**config.mk**
```make
export PLATFORM = sky130hd
export DESIGN_NAME = blt_ctrl
export DESIGN_NICKNAME = d
export VERILOG_FILES = /design/src/verilog/blt_pkg.sv /design/src/verilog/blt_timer.sv /design/src/verilog/blt_ctrl.sv
export VERILOG_INCLUDE_DIRS = /design/src /design/src/verilog
export SDC_FILE = /design/constraint.sdc
export NUM_CORES = 1
export LEC_CHECK = 0
export BUFFER_PORTS_ARGS = -buffer_cell sky130_fd_sc_hd__buf_2
export CAP_MARGIN = 10
export CORE_ASPECT_RATIO = 2
export CORE_MARGIN = 5
export CORE_UTILIZATION = 45
export DETAILED_ROUTE_END_ITERATION = 12
export HOLD_SLACK_MARGIN = 0.03
export PLACE_DENSITY_LB_ADDON = 0.1
export SYNTH_ARGS = -nofsm -noshare
export SYNTH_HDL_FRONTEND = slang
export SYNTH_SLANG_ARGS = --single-unit
```
**constraint.sdc**
```tcl
create_clock -name MCLK_I -period 1.8 [get_ports MCLK_I]
set_clock_uncertainty 0.1 [all_clocks]
set_input_delay 0.18 -clock MCLK_I [delete_from_list [all_inputs] [get_ports MCLK_I]]
set_output_delay 0.18 -clock MCLK_I [all_outputs]
set_load 0.005 [all_outputs]
```
**src/verilog/blt_defs.svh**
```systemverilog
`ifndef BLT_DEFS_SVH
`define BLT_DEFS_SVH

// register indices, byte address is four times the index
`define BLT_IDX_START 16'h1800
`define BLT_IDX_SRST 16'h1802
`define BLT_IDX_FMT 16'h1804
`define BLT_IDX_IRQ_STAT 16'h1b00
`define BLT_IDX_IRQ_CLR 16'h1b02
`define BLT_IDX_IRQ_EN 16'h1b04

// widths
`define BLT_ADDR_W 16
`define BLT_DATA_W 32
`define BLT_STRB_W 4
`define BLT_REG_W 16
`define BLT_OP_W 3
`define BLT_BPP_W 6
`define BLT_IRQ_W 3

// field positions
`define BLT_START_BIT 0
`define BLT_SRST_BIT 0
`define BLT_SRC_MODE_BIT 0
`define BLT_DST_MODE_BIT 1
`define BLT_FMT_LSB 2
`define BLT_FMT_MSB 3
`define BLT_IRQ_DONE 0
`define BLT_IRQ_SRST 1
`define BLT_IRQ_FMT 2

// reset values
`define BLT_FMT_REG_RESET 4'h0
`define BLT_IRQ_RESET 3'h0

// engine operation codes
`define BLT_OP_MOVE 3'h2
`define BLT_OP_PFILL 3'h4

// pixel depths
`define BLT_BPP_8 6'h08
`define BLT_BPP_16 6'h10
`define BLT_BPP_32 6'h20
`define BLT_BPP_NONE 6'h00

// bus responses
`define BLT_RESP_OKAY 2'h0
`define BLT_RESP_SLVERR 2'h2

// timing
`define BLT_CLK_PERIOD_NS 100
`define BLT_SRST_TIME_NS 200
`define BLT_SRST_CYCLES \
  ((`BLT_SRST_TIME_NS + `BLT_CLK_PERIOD_NS - 1) / `BLT_CLK_PERIOD_NS)

`endif

```
**src/verilog/blt_pkg.sv**
```systemverilog
package blt_pkg;

  typedef enum logic [1:0] {
    BLT_IDLE = 2'b00,
    BLT_BUSY = 2'b01,
    BLT_SRST = 2'b10
  } blt_state_e;

  typedef enum logic [1:0] {
    BLT_FMT_8 = 2'b00,
    BLT_FMT_16 = 2'b01,
    BLT_FMT_32 = 2'b10,
    BLT_FMT_RSV = 2'b11
  } blt_fmt_e;

endpackage

```
**src/verilog/blt_timer.sv**
```systemverilog
`timescale 1ns/10ps
module blt_timer #(
  parameter int CYCLES = 2
) (
  input wire logic clk_i,
  input wire logic rst_n_i,
  input wire logic start_i,
  output logic active_o,
  output logic done_o
);

  localparam int CW = $clog2(CYCLES + 1);

  logic [CW-1:0] count;

  generate
    if (CYCLES < 1) begin : g_chk
      $error("blt_timer: CYCLES must be at least 1");
    end
  endgenerate

  // countdown, restart on every start
  always_ff @(posedge clk_i) begin
    if (!rst_n_i) begin
      count <= '0;
    end else if (start_i) begin
      count <= CW'(CYCLES);
    end else if (count != '0) begin
      count <= count - CW'(1);
    end
  end

  assign active_o = (count != '0);
  assign done_o = (count == CW'(1)) && !start_i;

endmodule // blt_timer

```
**src/verilog/blt_ctrl.sv**
```systemverilog
// Overview of operation
// RL1 - start bit launches blit on one, ignores zero, reads busy, self-clears
// RL2 - writing one to reset bit resets engine and blit registers to defaults
// RL3 - reset bit is write-only; its register reads back no stored state
// RL4 - reset bit returns to zero by itself when engine reset finishes
// RL5 - writing zero to reset bit disturbs neither engine nor registers
// RL6 - colour format bits 3:2: 00 eight, 01 sixteen, 10 thirty-two bpp
// RL7 - software must not program reserved colour format code 11
// RL8 - destination mode: 0 rectangular, 1 linear; ignored for pattern fill
// RL9 - source mode: 0 rectangular, 1 linear; used only for move operations
//
// The AXI4-Lite interface to the registers was chosen for this implementation.
`timescale 1ns/10ps
`include "blt_defs.svh"
module blt_ctrl #(
  parameter int SRST_CYCLES = `BLT_SRST_CYCLES
) (
  input wire logic MCLK_I,
  input wire logic RST_N_I,
  input wire logic [`BLT_ADDR_W-1:0] S_AXI_AWADDR_I,
  input wire logic S_AXI_AWVALID_I,
  output logic S_AXI_AWREADY_O,
  input wire logic [`BLT_DATA_W-1:0] S_AXI_WDATA_I,
  input wire logic [`BLT_STRB_W-1:0] S_AXI_WSTRB_I,
  input wire logic S_AXI_WVALID_I,
  output logic S_AXI_WREADY_O,
  output logic [1:0] S_AXI_BRESP_O,
  output logic S_AXI_BVALID_O,
  input wire logic S_AXI_BREADY_I,
  input wire logic [`BLT_ADDR_W-1:0] S_AXI_ARADDR_I,
  input wire logic S_AXI_ARVALID_I,
  output logic S_AXI_ARREADY_O,
  output logic [`BLT_DATA_W-1:0] S_AXI_RDATA_O,
  output logic [1:0] S_AXI_RRESP_O,
  output logic S_AXI_RVALID_O,
  input wire logic S_AXI_RREADY_I,
  input wire logic [`BLT_OP_W-1:0] BLT_OP_I,
  input wire logic BLT_DONE_I,
  output logic BLT_START_O,
  output logic BLT_BUSY_O,
  output logic BLT_ENG_RST_O,
  output logic BLT_REGS_RST_O,
  output logic [1:0] BLT_FMT_O,
  output logic [`BLT_BPP_W-1:0] BLT_BPP_O,
  output logic BLT_SRC_LINEAR_O,
  output logic BLT_DST_LINEAR_O,
  output logic IRQ_O
);
  generate
    if (SRST_CYCLES < 1) begin : g_chk
      $error("blt_ctrl: SRST_CYCLES must be at least 1");
    end
  endgenerate
  function automatic logic [`BLT_ADDR_W-1:0] byte_addr(
    input logic [`BLT_ADDR_W-1:0] idx
  );
    byte_addr = {idx[`BLT_ADDR_W-3:0], 2'h0};
  endfunction
  function automatic logic mapped(input logic [`BLT_ADDR_W-1:0] a);
    mapped = (a == byte_addr(`BLT_IDX_START)) ||
             (a == byte_addr(`BLT_IDX_SRST)) ||
             (a == byte_addr(`BLT_IDX_FMT)) ||
             (a == byte_addr(`BLT_IDX_IRQ_STAT)) ||
             (a == byte_addr(`BLT_IDX_IRQ_CLR)) ||
             (a == byte_addr(`BLT_IDX_IRQ_EN));
  endfunction
  //////////////////////////////////////////////////////////////////////////
  // write channel capture
  logic aw_full;
  logic [`BLT_ADDR_W-1:0] aw_addr;
  logic w_full;
  logic [`BLT_DATA_W-1:0] w_data;
  logic [`BLT_STRB_W-1:0] w_strb;
  logic bvalid;
  logic [1:0] bresp;
  logic wr_go;
  assign S_AXI_AWREADY_O = !aw_full && !bvalid;
  assign S_AXI_WREADY_O = !w_full && !bvalid;
  assign wr_go = aw_full && w_full && !bvalid;
  assign S_AXI_BVALID_O = bvalid;
  assign S_AXI_BRESP_O = bresp;

  always_ff @(posedge MCLK_I) begin
    if (!RST_N_I) begin
      aw_full <= 1'b0;
      aw_addr <= '0;
    end else if (S_AXI_AWVALID_I && S_AXI_AWREADY_O) begin
      aw_full <= 1'b1;
      aw_addr <= S_AXI_AWADDR_I;
    end else if (wr_go) begin
      aw_full <= 1'b0;
    end
  end
  always_ff @(posedge MCLK_I) begin
    if (!RST_N_I) begin
      w_full <= 1'b0;
      w_data <= '0;
      w_strb <= '0;
    end else if (S_AXI_WVALID_I && S_AXI_WREADY_O) begin
      w_full <= 1'b1;
      w_data <= S_AXI_WDATA_I;
      w_strb <= S_AXI_WSTRB_I;
    end else if (wr_go) begin
      w_full <= 1'b0;
    end
  end
  always_ff @(posedge MCLK_I) begin
    if (!RST_N_I) begin
      bvalid <= 1'b0;
      bresp <= `BLT_RESP_OKAY;
    end else if (wr_go) begin
      bvalid <= 1'b1;
      bresp <= mapped(aw_addr) ? `BLT_RESP_OKAY : `BLT_RESP_SLVERR;
    end else if (S_AXI_BREADY_I) begin
      bvalid <= 1'b0;
    end
  end
  //////////////////////////////////////////////////////////////////////////
  // write decode
  logic lane0;
  logic start_req;
  logic srst_req;
  logic fmt_wr;
  logic en_wr;
  logic [`BLT_IRQ_W-1:0] irq_clr;
  assign lane0 = w_strb[0];
  // RL1 start on one
  assign start_req = wr_go && lane0 &&
                     (aw_addr == byte_addr(`BLT_IDX_START)) &&
                     w_data[`BLT_START_BIT];
  // RL5 zero ignored
  assign srst_req = wr_go && lane0 &&
                    (aw_addr == byte_addr(`BLT_IDX_SRST)) &&
                    w_data[`BLT_SRST_BIT];
  assign fmt_wr = wr_go && lane0 && (aw_addr == byte_addr(`BLT_IDX_FMT));
  assign en_wr = wr_go && lane0 &&
                 (aw_addr == byte_addr(`BLT_IDX_IRQ_EN));
  assign irq_clr = (wr_go && lane0 &&
                    (aw_addr == byte_addr(`BLT_IDX_IRQ_CLR))) ?
                   w_data[`BLT_IRQ_W-1:0] : '0;
  //////////////////////////////////////////////////////////////////////////
  // engine sequencing
  blt_pkg::blt_state_e state;
  blt_pkg::blt_state_e next_state;
  logic srst_active;
  logic srst_done;
  logic [3:0] fmt_reg;
  logic fmt_rsv;
  assign fmt_rsv = (fmt_reg[`BLT_FMT_MSB:`BLT_FMT_LSB] ==
                    blt_pkg::BLT_FMT_RSV);
  // RL4 reset duration
  blt_timer #(
    .CYCLES(SRST_CYCLES)
  ) u_srst_timer (
    .clk_i(MCLK_I),
    .rst_n_i(RST_N_I),
    .start_i(srst_req),
    .active_o(srst_active),
    .done_o(srst_done)
  );
  always_comb begin
    next_state = state;
    case (state)
      blt_pkg::BLT_IDLE: begin
        if (srst_req) begin
          next_state = blt_pkg::BLT_SRST;
        end else if (start_req) begin
          next_state = blt_pkg::BLT_BUSY;
        end
      end
      blt_pkg::BLT_BUSY: begin
        // RL2 reset aborts blit
        if (srst_req) begin
          next_state = blt_pkg::BLT_SRST;
        // RL1 self-clearing
        end else if (BLT_DONE_I) begin
          next_state = blt_pkg::BLT_IDLE;
        end
      end
      blt_pkg::BLT_SRST: begin
        // RL4 auto return
        if (srst_done) begin
          next_state = blt_pkg::BLT_IDLE;
        end
      end
      default: begin
        next_state = blt_pkg::BLT_IDLE;
      end
    endcase
  end
  always_ff @(posedge MCLK_I) begin
    if (!RST_N_I) begin
      state <= blt_pkg::BLT_IDLE;
    end else begin
      state <= next_state;
    end
  end
  // RL1 launch pulse
  always_ff @(posedge MCLK_I) begin
    if (!RST_N_I) begin
      BLT_START_O <= 1'b0;
    end else begin
      BLT_START_O <= (state == blt_pkg::BLT_IDLE) && start_req &&
                     !srst_req;
    end
  end
  // RL2 engine and register reset
  always_ff @(posedge MCLK_I) begin
    if (!RST_N_I) begin
      BLT_ENG_RST_O <= 1'b0;
      BLT_REGS_RST_O <= 1'b0;
    end else begin
      BLT_ENG_RST_O <= srst_req || srst_active;
      BLT_REGS_RST_O <= srst_req;
    end
  end
  assign BLT_BUSY_O = (state == blt_pkg::BLT_BUSY);
  //////////////////////////////////////////////////////////////////////////
  // format and layout register
  always_ff @(posedge MCLK_I) begin
    if (!RST_N_I) begin
      fmt_reg <= `BLT_FMT_REG_RESET;
    // RL2 restore default
    end else if (srst_req) begin
      fmt_reg <= `BLT_FMT_REG_RESET;
    end else if (fmt_wr) begin
      fmt_reg <= w_data[3:0];
    end
  end
  // RL6 pixel depth
  always_ff @(posedge MCLK_I) begin
    if (!RST_N_I) begin
      BLT_BPP_O <= `BLT_BPP_8;
      BLT_FMT_O <= 2'h0;
    end else begin
      BLT_FMT_O <= fmt_reg[`BLT_FMT_MSB:`BLT_FMT_LSB];
      case (fmt_reg[`BLT_FMT_MSB:`BLT_FMT_LSB])
        blt_pkg::BLT_FMT_8: begin
          BLT_BPP_O <= `BLT_BPP_8;
        end
        blt_pkg::BLT_FMT_16: begin
          BLT_BPP_O <= `BLT_BPP_16;
        end
        blt_pkg::BLT_FMT_32: begin
          BLT_BPP_O <= `BLT_BPP_32;
        end
        default: begin
          BLT_BPP_O <= `BLT_BPP_NONE;
        end
      endcase
    end
  end
  always_ff @(posedge MCLK_I) begin
    if (!RST_N_I) begin
      BLT_SRC_LINEAR_O <= 1'b0;
      BLT_DST_LINEAR_O <= 1'b0;
    end else begin
      // RL9 source for move only
      BLT_SRC_LINEAR_O <= fmt_reg[`BLT_SRC_MODE_BIT] &&
                          (BLT_OP_I == `BLT_OP_MOVE);
      // RL8 dest ignored on fill
      BLT_DST_LINEAR_O <= fmt_reg[`BLT_DST_MODE_BIT] &&
                          (BLT_OP_I != `BLT_OP_PFILL);
    end
  end
  //////////////////////////////////////////////////////////////////////////
  // interrupts
  logic [`BLT_IRQ_W-1:0] irq_stat;
  logic [`BLT_IRQ_W-1:0] irq_en;
  logic [`BLT_IRQ_W-1:0] irq_evt;
  always_comb begin
    irq_evt = '0;
    irq_evt[`BLT_IRQ_DONE] = (state == blt_pkg::BLT_BUSY) && BLT_DONE_I &&
                             !srst_req;
    irq_evt[`BLT_IRQ_SRST] = srst_done;
    irq_evt[`BLT_IRQ_FMT] = (state == blt_pkg::BLT_IDLE) && start_req &&
                            !srst_req && fmt_rsv;
  end
  // set wins over clear
  always_ff @(posedge MCLK_I) begin
    if (!RST_N_I) begin
      irq_stat <= `BLT_IRQ_RESET;
    end else begin
      irq_stat <= (irq_stat & ~irq_clr) | irq_evt;
    end
  end
  always_ff @(posedge MCLK_I) begin
    if (!RST_N_I) begin
      irq_en <= `BLT_IRQ_RESET;
    end else if (en_wr) begin
      irq_en <= w_data[`BLT_IRQ_W-1:0];
    end
  end
  assign IRQ_O = |(irq_stat & irq_en);
  //////////////////////////////////////////////////////////////////////////
  // read channel
  logic rvalid;
  logic [`BLT_DATA_W-1:0] rdata;
  logic [1:0] rresp;
  assign S_AXI_ARREADY_O = !rvalid;
  assign S_AXI_RVALID_O = rvalid;
  assign S_AXI_RDATA_O = rdata;
  assign S_AXI_RRESP_O = rresp;
  always_ff @(posedge MCLK_I) begin
    if (!RST_N_I) begin
      rvalid <= 1'b0;
      rdata <= '0;
      rresp <= `BLT_RESP_OKAY;
    end else if (S_AXI_ARVALID_I && !rvalid) begin
      rvalid <= 1'b1;
      rresp <= `BLT_RESP_OKAY;
      rdata <= '0;
      // RL1 busy readback
      if (S_AXI_ARADDR_I == byte_addr(`BLT_IDX_START)) begin
        rdata[`BLT_START_BIT] <= (state == blt_pkg::BLT_BUSY);
      // RL3 write-only reads zero
      end else if ((S_AXI_ARADDR_I == byte_addr(`BLT_IDX_SRST)) ||
                   (S_AXI_ARADDR_I == byte_addr(`BLT_IDX_IRQ_CLR))) begin
        rdata <= '0;
      end else if (S_AXI_ARADDR_I == byte_addr(`BLT_IDX_FMT)) begin
        rdata[3:0] <= fmt_reg;
      end else if (S_AXI_ARADDR_I == byte_addr(`BLT_IDX_IRQ_STAT)) begin
        rdata[`BLT_IRQ_W-1:0] <= irq_stat;
      end else if (S_AXI_ARADDR_I == byte_addr(`BLT_IDX_IRQ_EN)) begin
        rdata[`BLT_IRQ_W-1:0] <= irq_en;
      end else begin
        rresp <= `BLT_RESP_SLVERR;
      end
    end else if (S_AXI_RREADY_I) begin
      rvalid <= 1'b0;
    end
  end

endmodule // blt_ctrl

```
; ---- After elaboration in Yosys (flattened, before gate mapping)
; Cells that the tools add are included.
[op_classes]
addsub = 1
n_eq_ne = 23
n_mux = 30
bitwise_logic = 5
reduce_logical = 46
[ops]
columns = cell, n
row1 = "16-bit by 15-bit equality test with 1-bit output, second input constant", 12
row2 = 2-bit two-way mux, 13
row3 = 1-bit logical AND, 23
row4 = 6-bit one-hot mux with 3 select lines, 1
row5 = 3-bit two-way mux, 5
row6 = 2-bit nonzero test, 6
row7 = 1-bit two-way mux, 9
row8 = 1-bit logical OR, 7
row9 = 3-bit AND, 2
row10 = "2-bit by 1-bit equality test with 1-bit output, second input constant", 3
row11 = "2-bit equality test, second input constant", 3
row12 = "3-bit inequality test, second input constant", 2
row13 = 2-bit one-hot mux with 3 select lines, 1
row14 = 1-bit logical NOT, 5
row15 = 2-bit logical NOT, 2
row16 = 4-bit two-way mux, 1
row17 = "3-bit by 2-bit equality test with 1-bit output, second input constant", 1
row18 = "3-bit by 2-bit inequality test with 1-bit output, second input constant", 1
row19 = 3-bit inverter, 1
row20 = 3-bit OR, 1
row21 = 3-bit AND reduction, 1
row22 = 3-bit OR reduction, 1
row23 = "2-bit inequality test, second input constant", 1
row24 = 2-bit OR reduction, 1
row25 = other kinds (2), 2
[totals]
ff_bits = 88
in_bits = 79
out_inout_bits = 56
word_cells = 128

; ---- Depth between registers and ports, before layout
; Gate-level depths: netlist of the first run.
[depth]
ltp_word = 9
ltp_mapped = 6
ltp_nobuf = 4

; ---- By module
; From an unflattened synthesis of the first run, not the netlist that was laid out.
[hier_totals]
cells_unflattened = 292
hier_area_um2 = 2498.6
[by_module_without_submodules]
columns = mod, instances, cells_per_inst, area_each_um2, seq_area_each_um2
row1 = blt_ctrl, 1, 285, 2421.1, 1061.0
row2 = blt_timer, 1, 7, 77.6, 40.0

; ---- Least setup slack after synthesis of the first run
; No wires, ideal clock.
[synth_path]
path_kind = register to register
startpoint = register aw_addr[8]
endpoint = register state[1]
setup_time_ns = 0.086
arrival_time_ns = 1.341
required_time_ns = 1.614
path_slack_ns = 0.273
stages_incl_launch_ff = 5
path_buffers = 0
synth_period_minus_slack_ns = 1.527
cell_sequence = dfxtp_1 -> nor4_4 -> nand4_2 -> or2_4 -> a221oi_2
[synth_via]
elab_chain_len = 7
word_cells_on_any_way = 15
cone_classes = eq/ne: 5 / mux: 3 / reduce/logical: 7
[synth_lines]
columns = element, line_no
row1 = from (decl), blt_ctrl.sv:70  ; logic [`BLT_ADDR_W-1:0] aw_addr;
row2 = from (signal assigned), blt_ctrl.sv:86  ; aw_addr <= '0;
row3 = from (signal assigned), blt_ctrl.sv:89  ; aw_addr <= S_AXI_AWADDR_I;
row4 = 16-bit by 15-bit equality test with 1-bit output, blt_ctrl.sv:133  ; (aw_addr == byte_addr(`BLT_IDX_SRST)) &&
row5 = 1-bit logical AND (2 in a row), blt_ctrl.sv:132  ; assign srst_req = wr_go && lane0 &&
row6 = 1-bit logical NOT, blt_timer.sv:34  ; assign done_o = (count == CW'(1)) && !start_i;
row7 = 1-bit logical AND, blt_timer.sv:34
row8 = 2-bit inequality test (no line), -
row9 = 3-bit AND reduction (no line), -
row10 = to (signal assigned), blt_ctrl.sv:193  ; state <= blt_pkg::BLT_IDLE;
row11 = to (signal assigned), blt_ctrl.sv:195  ; state <= next_state;
row12 = to (decl), blt_ctrl.sv:143  ; blt_pkg::blt_state_e state;
; Several ways; a longest one is shown, not always the timed one.
; A chain may end at the register's enable or synchronous reset.

; ---- Worst setup path after layout of the first run
[layout_path]
startpoint = register aw_addr[8]
endpoint = register irq_stat[1]
[layout_via]
elab_chain_len = 6
word_cells_on_any_way = 11
cone_classes = eq/ne: 2 / mux: 1 / bitwise: 3 / reduce/logical: 5
[layout_lines]
columns = element, line_no
row1 = 16-bit by 15-bit equality test with 1-bit output (on tied branches), "blt_ctrl.sv:139, blt_ctrl.sv:133"
row2 = 1-bit logical AND (on tied branches), "blt_ctrl.sv:138, blt_ctrl.sv:132"
row3 = 3-bit two-way mux / 1-bit logical AND (equally long branches), "blt_ctrl.sv:138, blt_ctrl.sv:132"
row4 = 3-bit inverter / 1-bit logical NOT (equally long branches), "blt_ctrl.sv:284, blt_timer.sv:34"
row5 = 3-bit AND / 1-bit logical AND (equally long branches), "blt_ctrl.sv:284, blt_timer.sv:34"
row6 = 3-bit OR *, blt_ctrl.sv:284  ; irq_stat <= (irq_stat & ~irq_clr) | irq_evt;
row7 = to (signal assigned), blt_ctrl.sv:282  ; irq_stat <= `BLT_IRQ_RESET;
row8 = to (signal assigned), blt_ctrl.sv:284
row9 = to (decl), blt_ctrl.sv:268  ; logic [`BLT_IRQ_W-1:0] irq_stat;
; Mark *: on every way between the ends. The rest lies on a longest branch, timed or not.

==> results.md, run 1 <==
* Clk sink count at 55
* Overflow after GRT at 0
* Layout cell share with drive strength beyond 1 at 24.1%
* Setup tns final at 0 ns
* IO Pins at 135
* Rel. slew slack at 64.7%
* Max Fanout on Critical Path at 8
* Crit-path cells: nor4_4 -> nand4_2 -> o21ai_2 -> o22ai_1
* Clk slew on worst S/H paths at 0.07 ns
* Number of CTS-inserted buffers at 5
* WP buf/inv at 0
* Post-CTS Resized at 0
* Finished layout cell area at 0.00313 mm^2
* Crit path largest cell delay at 0.41 ns
* Max Slew Vio Count at 0
* RSZ-0062 raised after global routing: no
* FP Rows at 39
* Post-Route WL at 5950 um
* Final Setup Violations at 0
* Initial Util at between 40 and 50%
* CP max stage cell: nor4_4
* CTS tree: built
* Vias post-DR at 2272
* Min cycle time layout at 1.70 ns
* Synth Register Bits at 55
* Die span in y at 117 um
* HPWL after DPL at 4470 um
* Max Freq at 0.587 GHz
* Static leakage at 0.00134 uW
* Ant diodes at 0
* Measured slew at the worst slew-check pin at about 0.53 ns
* Placed Area at 0.00285 mm^2
* Commonest non-fill, non-tap cell in the layout: buf_2
* Final Cycle Share at 94.7%
* Ys Warns at 0
* Total GRT Usage at 15.8%
* Area grow syn2layout at 22.2%
* Worst Hold Class: primary input to flip-flop
* Commonest non-fill, non-tap cells in the layout: 70 x buf_2, 55 x dfxtp_1, 47 x nand2_1, 33 x a21oi_1, 33 x conb_1
* DRC viols at 0
* # nets final at 464
* Global-route wire length before repair at between 9000 and 10000 um
* Filler-free cell count of the finished design at between 400 and 500
* Ys async rst share at 0%
* Post-synth EDFFs at 0
* Initial antenna violation count at 0
* VDD IR max at 0.724 mV
* Ys flop type: dfxtp_1
* Sequential fraction of the synthesis area at 43.0%
* Routability Congestion at 0.845
* Postcts setup bufs at 0
* Crit path kind: flip-flop to flip-flop
* Vias in the first global route at between 2000 and 2500
* Critical Path RT at 1.87 ns
* Root Buffer: clkbuf_16
* Max_cap viols at 0
* Syn Inst Count at 303
* Wire per inst at 13.3 um
* DRT Pass-1 Iters at 4
* Critical Path AT at between 1.5 and 2 ns
* Vias per cell at 5.08
* Core region area at 0.00561 mm^2
* Crit end category: flip-flop
* Clock Path Buffers at 2
* Die ar. at 0.00739 mm^2
* Most flops, register: aw_addr
* Number of flip-flops in the largest register at 16
* Fin util at between 50% and 60%
* Crit path launch type: flip-flop
* Number of instances in the placed design at about 430
* DR iter-0 viols at 67
* PwrDens at ~810 mW/mm^2
* Largest net degree at the start of global routing at 37
* Delay-heaviest family, CP: simple AND/OR/NAND/NOR gates
* Status: completed
* Die X-Extent at ~63 um
* H-tree Lvls at 2
* Final ANT Viol Nets at 0
* Final Hold Viols at 0
* Hold_buf cts at 12
* Cell Area, Synth at 0.00256 mm^2
* Avg Synthesized Cell Area at 8.45 um^2
* Clk_lat worst skew at 0.29 ns
* IO buf count at 70
* Netlist cell types at 48
==> synth_stat cells (2+ instances only) <==
library cell	count	share of area, %
a211o_1	2	0.68
a21oi_1	33	6.5
a22oi_1	2	0.59
and2_1	8	2.0
and3_1	2	0.49
and4b_1	3	1.2
buf_1	2	0.29
buf_2	3	0.59
buf_4	33	9.7
clkbuf_1	7	1.0
dfxtp_1	55	43
inv_1	4	0.59
mux2i_1	5	2.0
nand2_1	47	6.9
nand2b_1	5	1.2
nand3_1	12	2.3
nand3b_1	4	1.2
nand4_1	2	0.49
nand4b_1	3	1.0
nor2_1	17	2.5
nor2b_1	3	0.73
nor3_1	7	1.4
nor3b_1	3	0.88
nor4_1	3	0.73
nor4_4	2	1.7
nor4b_1	4	1.4
o21ai_0	11	2.2
==> logic make-up after synthesis <==
logic type | after synthesis | share of synthesized area [%]
compound gates | 61 | 14.4
simple gates | 131 | 28.2
flops | 55 | 43.0
buf+inv | 50 | 12.3
other cells | 1 | 0.146
mux | 5 | 1.96
==> worst min-delay path: stages <==
cell	delay, ns
buf_2	0.10
nand2_1	0.05
a21oi_1	0.05
==> final timing paths <==
| kind | slack (ns) | end | cells past startpoint | from |
|---|---|---|---|---|
| worst max register to register | 0.1 | irq_stat[1] | 4 | aw_addr[8] |
| worst min-delay path | 0.03 | aw_addr[10] | 3 | S_AXI_AWADDR_I[10] |
| worst max-delay path | 0.1 | irq_stat[1] | 4 | aw_addr[8] |
| worst min register to register | 0.35 | aw_addr[13] | 2 | aw_addr[13] |
==> where the power goes <==
group | internal, uW | total [uW] | switching [uW]
clock | 520 | 960 | 440
combinational | 133 | 288 | 155
sequential | 1260 | 1300 | 39.6
==> layer usage <==
layer	part of all wire, %	track usage [%]	up-vias	wire, um
met2	53	28.1	55	3140
met1	40	17.7	1049	2370
li1	-	-	1155	-
met4	2.5	6.93	0	151
met5	0	0	-	0
met3	5.0	3.85	13	296
==> final cells by class <==
class	instances	area (um^2)
clock buffer	5	125
clock inverter	3	25.0
sequential	55	1100
fill	562	2480
tap	61	76.3
inverter	5	18.8
multi-input combinational	230	1260
timing repair buffer	88	518
==> through the flow <==
step                total power [uW]  hold slack [ns]  worst slack [ns]
global route                    2680           0.0421           0.00355
floorplan                       1530            0.152             0.273
finish                          2550           0.0323            0.0954
CTS                             2580           0.0313            0.0904
detailed placement              1590            0.264             0.100
global placement                1590            0.253             0.104
No activity file was read; power rests on OpenSTA's default activity.
==> run 2: changes to the inputs <==
Settings changed: CORE_UTILIZATION 45 to 46, CTS_BUF_LIST from default to sky130_fd_sc_hd__clkbuf_2 sky130_fd_sc_hd__clkbuf_4 sky130_fd_sc_hd__clkbuf_8.
==> run 2 against run 1 <==
Utilization up 3.4 points. Flip-flop and latch count unchanged. Combinational power up 7.6%. Clock power down 26%. Critical path depth unchanged. Setup slack better by 0.013 ns. Via count up 1.1%. Non-clock buffer count up 12. Register-to-register slack about the same. Final area up 2.4%.
==> results.md, run 2 (same netlist as run 1, synthesis figures left out) <==
* DRT Pass-1 Iters at 4
* Number of instances in the placed design at approximately 430
* Most flops, register: aw_addr
* VDD IR max at 0.566 mV
* Wire per inst at 13.2 um
* CP max stage cell: nor4_4
* Crit-path cells: nor4_4 -> nand4_2 -> o311ai_2 -> o21ai_1
* Fin util at between 50 and 60%
* Ant diodes at 0
* Measured slew at the worst slew-check pin at 0.552 ns
* Crit path largest cell delay at 0.39 ns
* RSZ-0062 raised after global routing: yes
* Post-Route WL at between 6000 and 7000 um
* Vias in the first global route at approximately 2300
* Min cycle time layout at 1.69 ns
* HPWL after DPL at 4620 um
* Vias per cell at 5.01
* Internal power at 1740 uW
* Part of the power in registers at a little under three fifths
* IO Pins at 135
* Die X-Extent at 62.8 um
* Largest net degree at the start of global routing at 37
* Final ANT Viol Nets at 0
* H-tree Lvls at 2
* Place WS at 0.120 ns
* Crit end category: flip-flop
* IO buf count at 70
* # nets final at 476
* Overflow after GRT at 0
* Filler-free cell count of the finished design at around 460
* Final Hold Viols at 0
* Final Setup Violations at 0
* CTS tree: built
* Die span in y at 116 um
* Number of flip-flops in the largest register at 16
* Clk_lat worst skew at 0.30 ns
* DR iter-0 viols at 82
* Critical Path RT at 1.89 ns
* Total GRT Usage at 17.2%
* Gate power share at a little over an eighth
* Commonest non-fill, non-tap cells in the layout: 70 x buf_2, 55 x dfxtp_1, 47 x nand2_1, 33 x a21oi_1, 33 x conb_1
* Root Buffer: clkbuf_8
* Global-route wire length before repair at 10100 um
* Clk sink count at 55
* Crit path launch type: flip-flop
* Status: completed
* Number of CTS-inserted buffers at 5
* Max Freq at 0.591 GHz
* Clk slew on worst S/H paths at 0.10 ns
* Commonest non-fill, non-tap cell in the layout: buf_2
* Switch Pwr at 581 uW
* Critical Path AT at between 1.5 and 2 ns
* Clock Path Buffers at 2
* Fillers at 518
* Routability Congestion at 0.949
* Final Cycle Share at 94.0%
* Max Fanout on Critical Path at 5
* Initial Util at between 40% and 50%
* PwrDens at 724 mW/mm^2
* Core region area at about 0.0054 mm^2
* Area grow syn2layout at 25.1%
* Clock group share of total power at 30.7%
* Static leakage at 0.00138 uW
* Fin Hold WS at 0.0618 ns
* Rel. slew slack at 63.1%
* Die ar. at between 0.007 and 0.008 mm^2
* Post-route setup slack at 0.109 ns
* Worst Hold Class: primary input to flip-flop
* Initial antenna violation count at 0
* Layout cell share with drive strength beyond 1 at 23.6%
* Max_cap viols at 0
* Setup tns final at 0 ns
* Vias post-DR at 2296
* Max Slew Vio Count at 0
* FP Rows at 38
* DRC viols at 0
* Crit path kind: flip-flop to flip-flop
* Sw frac at 25.1%
## run 2: what timing repair did
item / 4_1_cts / 5_1_grt
hold endpoints to repair: 25 / 0
endpoints found under the setup margin: 0 / 1
buffers inserted: 0 / 0
hold buffers: 25 / 0
gates resized for setup: 0 / 1
## run 2: power by group through the flow
stage               combinational [uW]  clock [uW]  sequential [uW]
floorplan                          219           0             1310
global placement                   265           0             1330
detailed placement                 268           0             1330
CTS                                309         740             1300
global route                       350         801             1310
finish                             310         712             1300
## run 2: cell type report
cell class,instances,area (um^2),area share (%)
multi-input combinational,230,1270,39.7
sequential,55,1100,34.4
timing repair buffer,100,638,19.9
clock buffer,7,90.1,2.81
tap,60,75.1,2.34
inverter,5,18.8,0.586
clock inverter,1,8.76,0.273
## run 2: per-stage QoR
| step | instance area, um^2 | power, uW |
|---|---|---|
| final | 3200 | 2320 |
| after global routing | 3200 | 2460 |
| after CTS | 3200 | 2350 |
| after detailed placement | 2850 | 1600 |
| after global placement | 2850 | 1590 |
| after floorplan | 2680 | 1530 |
## run 2: routing by layer
metal  global-route usage, %  up-vias  routed length, um
li1                        -     1177                  -
met1                    16.4     1029               2050
met2                    33.7       76               3450
met3                    3.69       14                405
met4                    8.64        0                138
met5                       0        -                  0
## run 2: worst max-delay path, delay by kind of cell (launching register included)
family | cells | cell delay (ns)
and+or+nand+nor | 2 | 0.64
AOI/OAI and AO/OA | 2 | 0.50
DFF | 1 | 0.34
## run 2: worst paths after layout
check	slack, ns	end	startpoint	cells past startpoint
setup / recovery	0.11	irq_stat[0]	aw_addr[15]	4
hold / removal	0.06	BLT_DST_LINEAR_O	BLT_OP_I[1]	3
setup reg to reg	0.11	irq_stat[0]	aw_addr[15]	4
hold reg to reg	0.35	S_AXI_RDATA_O[1]	S_AXI_RDATA_O[1]	2
